--- src/design/rtcc_defs.vh ---
// Behaviour
// - Minutes kept as seven-bit BCD, top bit reads zero.
// - Page 0 month location holds five-bit BCD month, upper bits read zero.
// - Page register write-only bits: adjust, timer enable, alarm enable.
// - Page bit 0 readable, selects calendar view or mode/leap view.
// - Writing 1 resets timer or alarm through the reset register.
// - Gate bits written 0 enable 1 Hz and 16 Hz outputs; low bits written 0.
`ifndef RTCC_DEFS_VH
`define RTCC_DEFS_VH

// ----------------------------------------------------------------
// Register addresses
// ----------------------------------------------------------------
`define RTCC_ADDR_SEC   12'h320
`define RTCC_ADDR_MIN   12'h321
`define RTCC_ADDR_HOUR  12'h322
`define RTCC_ADDR_WDAY  12'h323
`define RTCC_ADDR_DATE  12'h324
`define RTCC_ADDR_MONTH 12'h325
`define RTCC_ADDR_YEAR  12'h326
`define RTCC_ADDR_PAGE  12'h327
`define RTCC_ADDR_RST   12'h328

// ----------------------------------------------------------------
// Field positions and masks
// ----------------------------------------------------------------
`define RTCC_PAGE_SEL_BIT   0
`define RTCC_ALARM_EN_BIT   2
`define RTCC_TIMER_EN_BIT   3
`define RTCC_ADJUST_BIT     4
`define RTCC_ALARM_RST_BIT  4
`define RTCC_TIMER_RST_BIT  5
`define RTCC_GATE16_BIT     6
`define RTCC_GATE1_BIT      7
`define RTCC_PM_BIT         5
`define RTCC_MASK_SEC       8'h7F
`define RTCC_MASK_MIN       8'h7F
`define RTCC_MASK_HOUR      8'h3F
`define RTCC_MASK_WDAY      8'h07
`define RTCC_MASK_DATE      8'h3F
`define RTCC_MASK_MONTH     8'h1F

// ----------------------------------------------------------------
// Reset values
// ----------------------------------------------------------------
`define RTCC_RST_SEC    8'h00
`define RTCC_RST_MIN    8'h00
`define RTCC_RST_HOUR   8'h00
`define RTCC_RST_WDAY   8'h00
`define RTCC_RST_DATE   8'h01
`define RTCC_RST_MONTH  8'h01
`define RTCC_RST_YEAR   8'h00
`define RTCC_RST_GATE   1'b1

// ----------------------------------------------------------------
// Timing
// ----------------------------------------------------------------
`define RTCC_CLK_HZ     25000000
`define RTCC_HALF16_HZ  32
// Clock over 32 Hz, sized to the divider's 24-bit count
`define RTCC_DIV32      24'h0BEBC2

`endif

--- src/design/rtcc_bcd_inc.v ---
`timescale 1ns/1ps
// ----------------------------------------------------------------
// Two-digit BCD increment, no wrap limit
// ----------------------------------------------------------------
module rtcc_bcd_inc (
  // Operand
  input  wire [7:0] i_val,
  // Result
  output wire [7:0] o_val
);

  wire [3:0] lo_nxt;
  wire [3:0] hi_nxt;

  // Low digit rolls 9 to 0 and carries into the high digit
  assign lo_nxt = (i_val[3:0] == 4'h9) ? 4'h0 : (i_val[3:0] + 4'h1);
  assign hi_nxt = (i_val[3:0] == 4'h9) ? (i_val[7:4] + 4'h1) : i_val[7:4];
  assign o_val  = {hi_nxt, lo_nxt};

endmodule

--- src/design/rtcc_tick_div.v ---
`timescale 1ns/1ps
// ----------------------------------------------------------------
// Clock divider giving a one-cycle enable pulse
// ----------------------------------------------------------------
module rtcc_tick_div #(
  parameter [23:0] DIV = 24'h0BEBC2
) (
  // Clock and reset
  input  wire i_clk,
  input  wire i_rst,
  // Synchronous restart
  input  wire i_clr,
  // Enable pulse
  output wire o_tick
);

  reg [23:0] cnt_q;

  // Restart lets a timer reset align the sub-second phase
  always @(posedge i_clk or posedge i_rst) begin
    if (i_rst) begin
      cnt_q <= 24'h000000;
    end else if (i_clr || (cnt_q == (DIV - 24'h000001))) begin
      cnt_q <= 24'h000000;
    end else begin
      cnt_q <= cnt_q + 24'h000001;
    end
  end

  assign o_tick = (cnt_q == (DIV - 24'h000001)) && !i_clr;

endmodule

--- src/design/rtcc_top.v ---
// Chosen here: strobed register access.
`timescale 1ns/1ps
`include "rtcc_defs.vh"
// ----------------------------------------------------------------
// Time and calendar registers
// ----------------------------------------------------------------
module rtcc_top #(
  parameter [23:0] DIV32 = `RTCC_DIV32
) (
  // Clock and reset
  input  wire       I_MCLK,
  input  wire       I_RST,
  // Register port
  input  wire [11:0] I_ADDR,
  input  wire [7:0]  I_WDATA,
  input  wire        I_WR,
  input  wire        I_RD,
  output reg  [7:0]  O_RDATA,
  // Clock outputs
  output reg         O_1HZ,
  output reg         O_16HZ,
  // Timer and alarm control
  output reg         O_TIMER_EN,
  output reg         O_ALARM_EN,
  output reg         O_TIMER_RESET,
  output reg         O_ALARM_RESET
);

  // ----------------------------------------------------------------
  // State
  // ----------------------------------------------------------------
  reg  [7:0] sec_q;
  reg  [7:0] min_q;
  reg  [7:0] hour_q;
  reg  [7:0] wday_q;
  reg  [7:0] date_q;
  reg  [7:0] month_q;
  reg  [7:0] year_q;
  reg        page_q;
  reg        mode24_q;
  reg  [1:0] leap_q;
  reg        gate1_q;
  reg        gate16_q;
  reg  [4:0] sub_q;
  reg        sq16_q;

  wire       tick32;
  wire       tick1;
  wire [7:0] sec_inc;
  wire [7:0] min_inc;
  wire [7:0] hour_inc;
  wire [7:0] date_inc;
  wire [7:0] month_inc;
  wire [7:0] year_inc;
  wire [7:0] hour_base;

  wire wr_sec;
  wire wr_min;
  wire wr_hour;
  wire wr_wday;
  wire wr_date;
  wire wr_month;
  wire wr_year;
  wire wr_page;
  wire wr_rst;
  wire timer_clr;
  wire adjust;

  // ----------------------------------------------------------------
  // Write decode
  // ----------------------------------------------------------------
  // Full 12-bit compare, so no alias of these locations answers elsewhere
  // Unmapped addresses fall through every compare and are ignored
  assign wr_sec   = I_WR && (I_ADDR == `RTCC_ADDR_SEC);
  assign wr_min   = I_WR && (I_ADDR == `RTCC_ADDR_MIN);
  assign wr_hour  = I_WR && (I_ADDR == `RTCC_ADDR_HOUR);
  assign wr_wday  = I_WR && (I_ADDR == `RTCC_ADDR_WDAY);
  assign wr_date  = I_WR && (I_ADDR == `RTCC_ADDR_DATE);
  assign wr_month = I_WR && (I_ADDR == `RTCC_ADDR_MONTH);
  assign wr_year  = I_WR && (I_ADDR == `RTCC_ADDR_YEAR);
  assign wr_page  = I_WR && (I_ADDR == `RTCC_ADDR_PAGE);
  assign wr_rst   = I_WR && (I_ADDR == `RTCC_ADDR_RST);

  // Write-only strobes act on the write itself, nothing is stored
  assign timer_clr = wr_rst && I_WDATA[`RTCC_TIMER_RST_BIT];
  assign adjust    = wr_page && I_WDATA[`RTCC_ADJUST_BIT];

  // ----------------------------------------------------------------
  // Sub-second divider: 32 Hz pulses feed both square outputs
  // ----------------------------------------------------------------
  // One divider serves every rate; the 16 Hz and 1 Hz squares are
  // derived from it so their edges always line up with the seconds
  rtcc_tick_div #(
    .DIV (DIV32)
  ) u_div (
    .i_clk  (I_MCLK),
    .i_rst  (I_RST),
    .i_clr  (timer_clr),
    .o_tick (tick32)
  );

  // One second passes when the 5-bit 32 Hz count wraps with the timer enabled
  assign tick1 = tick32 && (sub_q == 5'h1F) && O_TIMER_EN;

  // Sub-count and 16 Hz square keep running with the timer disabled,
  // so the square outputs stay alive while software sets the time
  always @(posedge I_MCLK or posedge I_RST) begin
    if (I_RST) begin
      sub_q  <= 5'h00;
      sq16_q <= 1'b0;
    end else if (timer_clr) begin
      sub_q  <= 5'h00;
      sq16_q <= 1'b0;
    end else if (tick32) begin
      sub_q  <= sub_q + 5'h01;
      sq16_q <= ~sq16_q;
    end
  end

  // ----------------------------------------------------------------
  // BCD incrementers
  // ----------------------------------------------------------------
  // The 24-hour view counts through the 20 h digit; the 12-hour view
  // must not, because bit 5 there is the afternoon flag
  assign hour_base = mode24_q ? hour_q : {3'h0, hour_q[4:0]};

  // Each incrementer only adds one; wrap limits are applied below
  rtcc_bcd_inc u_inc_sec   (.i_val (sec_q),   .o_val (sec_inc));
  rtcc_bcd_inc u_inc_min   (.i_val (min_q),   .o_val (min_inc));
  rtcc_bcd_inc u_inc_hour  (.i_val (hour_base), .o_val (hour_inc));
  rtcc_bcd_inc u_inc_date  (.i_val (date_q),  .o_val (date_inc));
  rtcc_bcd_inc u_inc_month (.i_val (month_q), .o_val (month_inc));
  rtcc_bcd_inc u_inc_year  (.i_val (year_q),  .o_val (year_inc));

  // ----------------------------------------------------------------
  // Carry chain
  // ----------------------------------------------------------------
  // Carries ripple in one cycle from seconds up to years; the chain is
  // short enough at this clock that no pipelining is worth its latency
  reg        c_min;
  reg        c_hour;
  reg        c_day;
  reg        c_month;
  reg        c_year;
  reg  [7:0] last_date;
  reg  [7:0] hour_nxt;

  // Month length depends on the leap counter; zero marks a leap year
  always @* begin
    case (month_q)
      8'h02:   last_date = (leap_q == 2'h0) ? 8'h29 : 8'h28;
      8'h04:   last_date = 8'h30;
      8'h06:   last_date = 8'h30;
      8'h09:   last_date = 8'h30;
      8'h11:   last_date = 8'h30;
      default: last_date = 8'h31;
    endcase
  end

  // Adjust rounds to the nearest minute, so half a minute carries
  always @* begin
    c_min   = (tick1 && (sec_q == 8'h59)) || (adjust && (sec_q >= 8'h30));
    c_hour  = c_min && (min_q == 8'h59);
    c_day   = 1'b0;
    hour_nxt = hour_inc;
    if (mode24_q) begin
      c_day = c_hour && (hour_q == 8'h23);
      if (hour_q == 8'h23) begin
        hour_nxt = 8'h00;
      end
    end else begin
      // 12-hour view: 11 goes to 12 and flips the afternoon flag
      if (hour_q[4:0] == 5'h11) begin
        hour_nxt = {2'h0, ~hour_q[`RTCC_PM_BIT], 5'h12};
        c_day    = c_hour && hour_q[`RTCC_PM_BIT];
      end else if (hour_q[4:0] == 5'h12) begin
        hour_nxt = {2'h0, hour_q[`RTCC_PM_BIT], 5'h01};
      end else begin
        hour_nxt = {2'h0, hour_q[`RTCC_PM_BIT], hour_inc[4:0]};
      end
    end
    c_month = c_day && (date_q == last_date);
    c_year  = c_month && (month_q == 8'h12);
  end

  // ----------------------------------------------------------------
  // Time counters; a software write wins over a carry in that cycle
  // ----------------------------------------------------------------
  // Limitation: digits written outside BCD range are not repaired; they
  // count on until the next compare that happens to match
  always @(posedge I_MCLK or posedge I_RST) begin
    if (I_RST) begin
      sec_q  <= `RTCC_RST_SEC;
      min_q  <= `RTCC_RST_MIN;
      hour_q <= `RTCC_RST_HOUR;
    end else begin
      if (wr_sec) begin
        sec_q <= I_WDATA & `RTCC_MASK_SEC;
      end else if (adjust) begin
        sec_q <= 8'h00;
      end else if (tick1) begin
        sec_q <= (sec_q == 8'h59) ? 8'h00 : sec_inc;
      end
      if (wr_min) begin
        min_q <= I_WDATA & `RTCC_MASK_MIN;
      end else if (c_min) begin
        min_q <= (min_q == 8'h59) ? 8'h00 : min_inc;
      end
      if (wr_hour) begin
        hour_q <= I_WDATA & `RTCC_MASK_HOUR;
      end else if (c_hour) begin
        hour_q <= hour_nxt;
      end
    end
  end

  // ----------------------------------------------------------------
  // Calendar counters
  // ----------------------------------------------------------------
  always @(posedge I_MCLK or posedge I_RST) begin
    if (I_RST) begin
      wday_q  <= `RTCC_RST_WDAY;
      date_q  <= `RTCC_RST_DATE;
      month_q <= `RTCC_RST_MONTH;
      year_q  <= `RTCC_RST_YEAR;
    end else begin
      // Weekday counts 0 to 6 and wraps; its meaning is up to software
      if (wr_wday) begin
        wday_q <= I_WDATA & `RTCC_MASK_WDAY;
      end else if (c_day) begin
        wday_q <= (wday_q == 8'h06) ? 8'h00 : (wday_q + 8'h01);
      end
      // Date wraps to 1 after the month's last day, never to 0
      if (wr_date) begin
        date_q <= I_WDATA & `RTCC_MASK_DATE;
      end else if (c_day) begin
        date_q <= (date_q == last_date) ? 8'h01 : date_inc;
      end
      // Page 1 diverts month and year writes to the settings
      if (wr_month && !page_q) begin
        month_q <= I_WDATA & `RTCC_MASK_MONTH;
      end else if (c_month) begin
        month_q <= (month_q == 8'h12) ? 8'h01 : month_inc;
      end
      if (wr_year && !page_q) begin
        year_q <= I_WDATA;
      end else if (c_year) begin
        year_q <= (year_q == 8'h99) ? 8'h00 : year_inc;
      end
    end
  end

  // ----------------------------------------------------------------
  // Page 1 settings and control bits
  // ----------------------------------------------------------------
  always @(posedge I_MCLK or posedge I_RST) begin
    if (I_RST) begin
      page_q     <= 1'b0;
      mode24_q   <= 1'b0;
      leap_q     <= 2'h0;
      gate1_q    <= `RTCC_RST_GATE;
      gate16_q   <= `RTCC_RST_GATE;
      O_TIMER_EN <= 1'b0;
      O_ALARM_EN <= 1'b0;
    end else begin
      // Every page write rewrites both enables, which is why software
      // must never update this register by read-modify-write
      if (wr_page) begin
        page_q     <= I_WDATA[`RTCC_PAGE_SEL_BIT];
        O_TIMER_EN <= I_WDATA[`RTCC_TIMER_EN_BIT];
        O_ALARM_EN <= I_WDATA[`RTCC_ALARM_EN_BIT];
      end
      if (wr_month && page_q) begin
        mode24_q <= I_WDATA[0];
      end
      // Leap counter steps with the year so it tracks the four-year cycle
      if (wr_year && page_q) begin
        leap_q <= I_WDATA[1:0];
      end else if (c_year) begin
        leap_q <= leap_q + 2'h1;
      end
      // Gates reset to 1 so both squares stay off until software opens them
      if (wr_rst) begin
        gate1_q  <= I_WDATA[`RTCC_GATE1_BIT];
        gate16_q <= I_WDATA[`RTCC_GATE16_BIT];
      end
    end
  end

  // ----------------------------------------------------------------
  // Reset pulses and gated clock outputs
  // ----------------------------------------------------------------
  // Outputs are registered so that gating never glitches the pins
  always @(posedge I_MCLK or posedge I_RST) begin
    if (I_RST) begin
      O_TIMER_RESET <= 1'b0;
      O_ALARM_RESET <= 1'b0;
      O_1HZ         <= 1'b0;
      O_16HZ        <= 1'b0;
    end else begin
      // Reset requests leave as single-cycle pulses for the timer and alarm
      O_TIMER_RESET <= timer_clr;
      O_ALARM_RESET <= wr_rst && I_WDATA[`RTCC_ALARM_RST_BIT];
      O_1HZ         <= !gate1_q && sub_q[4];
      O_16HZ        <= !gate16_q && sq16_q;
    end
  end

  // ----------------------------------------------------------------
  // Read path
  // ----------------------------------------------------------------
  // Read multiplexer, decoded on the same full address as writes
  reg [7:0] rd_mux;

  // Write-only bits read zero, hence the plain-write discipline
  always @* begin
    case (I_ADDR)
      `RTCC_ADDR_SEC:   rd_mux = sec_q & `RTCC_MASK_SEC;
      `RTCC_ADDR_MIN:   rd_mux = min_q & `RTCC_MASK_MIN;
      `RTCC_ADDR_HOUR:  rd_mux = hour_q & `RTCC_MASK_HOUR;
      `RTCC_ADDR_WDAY:  rd_mux = wday_q & `RTCC_MASK_WDAY;
      `RTCC_ADDR_DATE:  rd_mux = date_q & `RTCC_MASK_DATE;
      `RTCC_ADDR_MONTH: rd_mux = page_q ? {7'h00, mode24_q}
                                        : (month_q & `RTCC_MASK_MONTH);
      `RTCC_ADDR_YEAR:  rd_mux = page_q ? {6'h00, leap_q} : year_q;
      `RTCC_ADDR_PAGE:  rd_mux = {7'h00, page_q};
      default:          rd_mux = 8'h00;
    endcase
  end

  // Data stand only in the cycle after the read strobe
  // Zero between reads keeps an OR-combined read bus quiet
  always @(posedge I_MCLK or posedge I_RST) begin
    if (I_RST) begin
      O_RDATA <= 8'h00;
    end else if (I_RD) begin
      O_RDATA <= rd_mux;
    end else begin
      O_RDATA <= 8'h00;
    end
  end

endmodule
--- config.mk ---
export PLATFORM = sky130hd
export DESIGN_NAME = rtcc_top
export DESIGN_NICKNAME = d
export VERILOG_FILES = /design/src/design/rtcc_bcd_inc.v /design/src/design/rtcc_tick_div.v /design/src/design/rtcc_top.v
export VERILOG_INCLUDE_DIRS = /design/src /design/src/design
export SDC_FILE = /design/constraint.sdc
export NUM_CORES = 1
export LEC_CHECK = 0
export CORE_ASPECT_RATIO = 0.5
export CORE_UTILIZATION = 64
export CTS_BUF_LIST = sky130_fd_sc_hd__clkbuf_16
export CTS_CLUSTER_DIAMETER = 60
export CTS_CLUSTER_SIZE = 16
export DETAILED_ROUTE_END_ITERATION = 6
export DONT_BUFFER_PORTS = 1
export PLACE_DENSITY = 0.76
export SETUP_SLACK_MARGIN = 0.05
export SLEW_MARGIN = 20
export SYNTH_ARGS = -nofsm -noshare
export SYNTH_HDL_FRONTEND = slang
export SYNTH_SLANG_ARGS = --single-unit
--- constraint.sdc ---
create_clock -name I_MCLK -period 4.15 [get_ports I_MCLK]
set_input_delay 0.415 -clock I_MCLK [delete_from_list [all_inputs] [get_ports I_MCLK]]
set_output_delay 0.415 -clock I_MCLK [all_outputs]
set_load 0.01 [all_outputs]
## Word-level counts from Yosys, hierarchy flattened

Cells that the tools add are included.

| operators by class | value |
|---|---|
| add/sub/neg operators | 16 |
| $lt $le $gt $ge | 1 |
| equal/unequal tests | 31 |
| mux-type cells | 53 |
| bitwise operators | 2 |
| reduce and logical (&&, ||, !) cells | 57 |

Operators by type and width:

| operator | number |
|---|---|
| $mux W8 | 26 |
| $eq A12 B10 Y1 const B | 9 |
| $pmux W8 S8 | 1 |
| $add A4 B1 Y4 const B | 12 |
| $mux W4 | 12 |
| $logic_and A1 B1 Y1 | 28 |
| $add A24 B1 Y24 const B | 1 |
| $eq A24 B20 Y1 const B | 1 |
| $eq A4 B4 Y1 const B | 6 |
| $eq A8 B3 Y1 const B | 3 |
| $mux W24 | 1 |
| $mux W5 | 4 |
| $reduce_bool A3 Y1 | 6 |
| $eq A8 B5 Y1 const B | 2 |
| $eq A8 B7 Y1 const B | 2 |
| $reduce_bool A2 Y1 | 8 |
| $eq A5 B5 Y1 const B | 3 |
| $reduce_and A2 Y1 | 6 |
| $pmux W5 S2 | 1 |
| $add A8 B1 Y8 const B | 1 |
| $eq A8 B2 Y1 const B | 1 |
| $eq A8 B4 Y1 const B | 1 |
| $eq A8 B6 Y1 const B | 1 |
| $eq A8 B8 Y1 | 1 |
| 13 further kinds | 23 |

| word-level totals | value |
|---|---|
| flip-flop bits (word level) | 106 |
| bits of input ports | 24 |

## Longest topological paths before layout

| logic depth | value |
|---|---|
| depth after elaboration | 17 |
| gate-level depth with buffers | 12 |
| mapped depth without buffers | 10 |

## Modules after synthesis

From an unflattened synthesis, not the netlist that was laid out.

| unflattened totals | value |
|---|---|
| cell total of the unflattened synthesis | 768 |
| area total of the unflattened synthesis | 6,904.1 sq um |

Modules (own cells, without submodules):

| module | times used | cells each | area each (sq um) | seq. area each (sq um) |
|---|---|---|---|---|
| rtcc_top | 1 | 528 | 4,822.1 | 2,057.0 |
| rtcc_tick_div | 1 | 132 | 1,241.2 | 600.6 |
| rtcc_bcd_inc | 6 | 18 | 140.1 | 0.0 |

## Worst setup path after synthesis

Ideal clock, no wire load.

| path | value |
|---|---|
| kind | flip-flop to flip-flop |
| start point | register sub_q[0] |
| end point | register year_q[5] |
| library setup time | 0.131 ns |
| data arrival time | 2.639 ns |
| data required time | 4.019 ns |
| setup slack | 1.380 ns |
| stages on the path, launching flop included | 11 |
| path buffers | 0 |
| cells stage by stage | dfrtp_1 -> ha_1 -> and3_1 -> ha_1 -> nand2_1 -> or4_1 -> nor4_2 -> o21ai_2 -> a211oi_2 -> a211oi_1 -> or3_1 |

| between the ends | value |
|---|---|
| longest elaborated chain between the ends | 13 |
| elaborated cells between the ends (all ways) | 14 |

Ends and longest elaborated chain:

| what | RTL line | RTL |
|---|---|---|
| from (decl) | rtcc_top.v:44 | `reg [4:0] sub_q;` |
| from (signal assigned) | rtcc_top.v:115 | `sub_q <= sub_q + 5'h01;` |
| $eq A5 B5 Y1 (*) | rtcc_top.v:103 | `assign tick1 = tick32 && (sub_q == 5'h1F) && O_TIMER_EN;` |
| $logic_and A1 B1 Y1 (*) (2 in a row) | rtcc_top.v:103 |  |
| $logic_and A1 B1 Y1 (*) | rtcc_top.v:162 | `c_min = (tick1 && (sec_q == 8'h59)) \|\| (adjust && (sec_q >= 8'h30));` |
| $logic_or A1 B1 Y1 (*) | rtcc_top.v:162 |  |
| $logic_and A1 B1 Y1 (*) | rtcc_top.v:163 | `c_hour = c_min && (min_q == 8'h59);` |
| $logic_and A1 B1 Y1 | rtcc_top.v:175 | `` c_day = c_hour && hour_q[`RTCC_PM_BIT]; `` |
| $mux W1 | rtcc_top.v:173 | `if (hour_q[4:0] == 5'h11) begin` |
| $mux W1 (*) | rtcc_top.v:166 | `if (mode24_q) begin` |
| $logic_and A1 B1 Y1 (*) | rtcc_top.v:182 | `c_month = c_day && (date_q == last_date);` |
| $logic_and A1 B1 Y1 (*) | rtcc_top.v:183 | `c_year = c_month && (month_q == 8'h12);` |
| $reduce_bool A2 Y1 (no line) (*) | - |  |
| $reduce_and A2 Y1 (no line) (*) | - |  |
| to (signal assigned) | rtcc_top.v:225 | `` year_q <= `RTCC_RST_YEAR; `` |
| to (signal assigned) | rtcc_top.v:248 | `year_q <= (year_q == 8'h99) ? 8'h00 : year_inc;` |
| to (decl) | rtcc_top.v:38 | `reg [7:0] year_q;` |

Every way passes the cells marked *; elsewhere a longest branch is shown, timed or not.
A chain may end at the register's enable or synchronous reset.

## Worst setup path in the final report

| path | value |
|---|---|
| start point | register sec_q[1] |
| end point | register month_q[6] |

| between the ends | value |
|---|---|
| longest elaborated chain between the ends | 10 |
| elaborated cells between the ends (all ways) | 13 |

Ends and longest elaborated chain:

| what | RTL line | RTL |
|---|---|---|
| from (decl) | rtcc_top.v:32 | `reg [7:0] sec_q;` |
| from (signal assigned) | rtcc_top.v:193 | `` sec_q <= `RTCC_RST_SEC; `` |
| from (signal assigned) | rtcc_top.v:198 | `` sec_q <= I_WDATA & `RTCC_MASK_SEC; `` |
| from (signal assigned) | rtcc_top.v:202 | `sec_q <= (sec_q == 8'h59) ? 8'h00 : sec_inc;` |
| $ge A8 B6 Y1 / $eq A8 B7 Y1 (equally long branches) | rtcc_top.v:162 |  |
| $logic_and A1 B1 Y1 | rtcc_top.v:162 |  |
| $logic_or A1 B1 Y1 (*) | rtcc_top.v:162 |  |
| $logic_and A1 B1 Y1 (*) | rtcc_top.v:163 |  |
| $logic_and A1 B1 Y1 | rtcc_top.v:175 |  |
| $mux W1 | rtcc_top.v:173 |  |
| $mux W1 (*) | rtcc_top.v:166 |  |
| $logic_and A1 B1 Y1 (*) | rtcc_top.v:182 |  |
| $reduce_bool A2 Y1 (no line) (*) | - |  |
| $reduce_and A2 Y1 (no line) (*) | - |  |
| to (signal assigned) | rtcc_top.v:224 | `` month_q <= `RTCC_RST_MONTH; `` |
| to (signal assigned) | rtcc_top.v:241 | `` month_q <= I_WDATA & `RTCC_MASK_MONTH; `` |
| to (signal assigned) | rtcc_top.v:243 | `month_q <= (month_q == 8'h12) ? 8'h01 : month_inc;` |
| to (decl) | rtcc_top.v:37 | `reg [7:0] month_q;` |

Marks and branches as above.

==> results.sh <==
export IMPL_status="finished, final reports clean"
export IMPL_ys_seq_area_frac=0.407
export IMPL_drtAntennaViolNets=0
export IMPL_synth_net_count=794
export IMPL_critPathSlowestCell="or4_1"
export IMPL_p_per_area_nw_per_um2=334
export IMPL_postRouteWirelength_um=16800
export IMPL_tritoncts="built"
export IMPL_max_slew_margin=0.372
export IMPL_num_rows=25
export IMPL_min_period_ns=3.17
export IMPL_place_ws_ns=0.882
export IMPL_async_flop_share=1.00
export IMPL_dp_hpwl_um=12000
export IMPL_drive_above_1_share=0.0743
export IMPL_synthFlopType="dfrtp_1"
export IMPL_vias_per_cell=6.56
export IMPL_start_util=0.675
export IMPL_crit_fanout=20
export IMPL_netlist_area_um2=6520
export IMPL_hold_viol_final=0
export IMPL_cts_buffers=9
export IMPL_antenna_found_initial=0
export IMPL_irDropWorstVdd_v=0.000248
export IMPL_track_usage=0.335
export IMPL_nets=782
export IMPL_worstSkewPairLatency_ns=0.35
export IMPL_die_h_um=73.4
export IMPL_finalCritPeriodShare=0.763
export IMPL_post_cts_buffers=0
export IMPL_dpl_cell_area_um2=6650
export IMPL_clockRootBuffer="clkbuf_16"
export IMPL_netlist_instances=747
export IMPL_endpoint_kind="flop"
export IMPL_leakage_nw=2.70
export IMPL_cp_data_arrival_time_ns=3.45
export IMPL_crit_required_ns=4.43
export IMPL_maxSlewViolCount=0
export IMPL_num_vias=5744
export IMPL_core_um2=9670
export IMPL_setup_violations_final=0
export IMPL_crit_chain="inv_1 > ha_1 > nand3b_1 > or4_1 > nor4_2 > o21ai_2 > a211o_1 > or4_1 > a21oi_1"
export IMPL_synth_cell_type_count=69
export IMPL_drt_iter0_markers=685
export IMPL_floorplan_die_area_um2=10600
export IMPL_clock_sinks=106
export IMPL_cap_violations=0
export IMPL_wl_per_cell_um=19.2
export IMPL_setup_tns_ns=0
export IMPL_place_congestion=0.971
export IMPL_skew_ns=0.00851
export IMPL_grt_first_pass_wirelength_um=26700
export IMPL_io_buffers=0
export IMPL_ys_ff_latch=106
export IMPL_area_growth_pct=6.73
export IMPL_finalPower_mw=2.32
export IMPL_dr_pass1_iters=5
export IMPL_cts_resized=0
export IMPL_cpPeakStageDelay_ns=0.56
export IMPL_hold_ws_ns=0.0529
export IMPL_drcViolationCount=0
export IMPL_rsz0062_at_grt="false"
export IMPL_overflow=0
export IMPL_crit_top_cell="or4_1"
export IMPL_yosysWarnings=0
export IMPL_die_x_um=145
export IMPL_clk_pin_slew_worst_paths_ns=0.07
export IMPL_fin_ws_ns=0.985
export IMPL_startpoint_type="flop"
export IMPL_cts_hold_buf=0
export IMPL_fillers=750
export IMPL_synth_edff_count=0
export IMPL_r2r_start="sec_q[1]"
export IMPL_diodes=0
export IMPL_ctsLongestPathBuffers=2
export IMPL_max_freq_ghz=0.316
export IMPL_path_class="reg -> reg"
export IMPL_hold_path_class="in -> async"
export IMPL_stdcell_area_um2=6960
export IMPL_ioPinCount=38
export IMPL_cp_startpoint="sec_q[1]"
export IMPL_syn_area_per_cell_um2=8.73
export IMPL_grt_max_degree=81
export IMPL_worst_pin_slew_ns=0.933
export IMPL_htreeDepth=3
export IMPL_grt_pass1_vias=5177
==> through the flow <==
step	instances	utilization
6_report	875	0.720
5_1_grt	875	0.720
4_1_cts	875	0.720
3_5_place_dp	859	0.688
3_3_place_gp	859	0.688
2_1_floorplan	747	-
==> placed cells by master (no fill, tap or decap), types with 7 or more instances in the layout <==
cell       instances
nor4_1             8
nor3_1            15
a22oi_1           16
o21ai_0           51
a31oi_1           15
nor2_1            88
or4_1              9
a21oi_1           35
nor4b_1            8
clkbuf_16          9
xnor2_1           12
or3_1             10
inv_1             24
and2_1            13
ha_1              23
and3_1            11
xor2_1            20
nand2b_1          10
buf_4             13
nand3_1           28
nand2_1           70
mux2_2             7
nand4_1           12
nor2b_1           16
dfrtp_1          102
==> routing by layer <==
layer	routed length, µm	GRT usage	vias up	part of all wire
li1	-	-	2694	-
met1	7670	0.483	2756	0.46
met2	7430	0.509	267	0.44
met3	1460	0.0678	27	0.087
met4	242	0.104	0	0.014
met5	0	0	-	0
==> synthesized netlist by cell type (11+ instances only) <==
master    instances  area [µm²]
and2_1           13        81.3
nand3_1          28         140
nor2_1           88         330
nor2b_1          16         100
nand4_1          12        75.1
dfrtp_1         102        2550
a22oi_1          16         120
a31oi_1          15        93.8
clkbuf_1         28         105
a21oi_1          35         175
o21ai_0          51         255
ha_1             23         288
inv_1            25        93.8
xor2_1           20         175
xnor2_1          12         105
and3_1           11        68.8
nor3_1           15        75.1
nand2_1          70         263
==> where the power goes <==
part	switching, mW	internal, mW	total (mW)
Clock	0.415	0.481	0.896
Sequential	0.109	1.13	1.24
Combinational	0.0999	0.0928	0.193
==> sequential cells by signal, summed over array words and instances (netlist names), 8 cells and up <==
signal	count
year_q	8
month_q	8
O_RDATA	8
sec_q	8
u_div.cnt_q	24
date_q	8
hour_q	8
wday_q	8
min_q	8
==> path summary, 6_finish.rpt <==
| kind | end | slack [ns] | cells after the start |
|---|---|---|---|
| worst min-delay path | u_div.cnt_q[8] | 0.05 | 1 |
| worst max-delay path | month_q[6] | 0.98 | 9 |
| worst max register to register | month_q[6] | 0.98 | 9 |
| worst min register to register | u_div.cnt_q[0] | 0.51 | 1 |
| min in group I_MCLK | date_q[0] | 0.17 | 2 |
| max in group asynchronous | min_q[5] | 3.24 | 2 |
==> cell families (layout without fill, tap and decap cells) <==
| group | Yosys count | count (layout) | share of synthesized area |
|---|---|---|---|
| and+or+nand+nor | 338 | 338 | 0.278 |
| AOI/OAI and AO/OA | 176 | 176 | 0.173 |
| DFF | 106 | 106 | 0.407 |
| buffers and inverters | 61 | 54 | 0.0359 |
| xor gates and xnor gates | 32 | 32 | 0.0430 |
| adders and majority gates | 23 | 23 | 0.0441 |
| muxes | 11 | 11 | 0.0182 |
==> area by class of cell <==
type                       instances  area [µm²]  share of cell area
clock buffer                       9         225              0.0323
clock inverter                     7        82.6              0.0119
inverter                          25        98.8              0.0142
multi-input combinational        580        3630               0.522
sequential                       106        2660               0.382
tap                              135         169              0.0243
timing repair buffer              13        97.6              0.0140
==> critical path, delay by kind of cell (launching register included) <==
| kind | cells | cell delay [ns] |
|---|---|---|
| simple gates | 4 | 1.64 |
| compound gates | 3 | 0.76 |
| flops | 1 | 0.42 |
| fa+ha+maj | 1 | 0.18 |
| buf+inv | 1 | 0.09 |
Power figures use the tool's default switching activity.
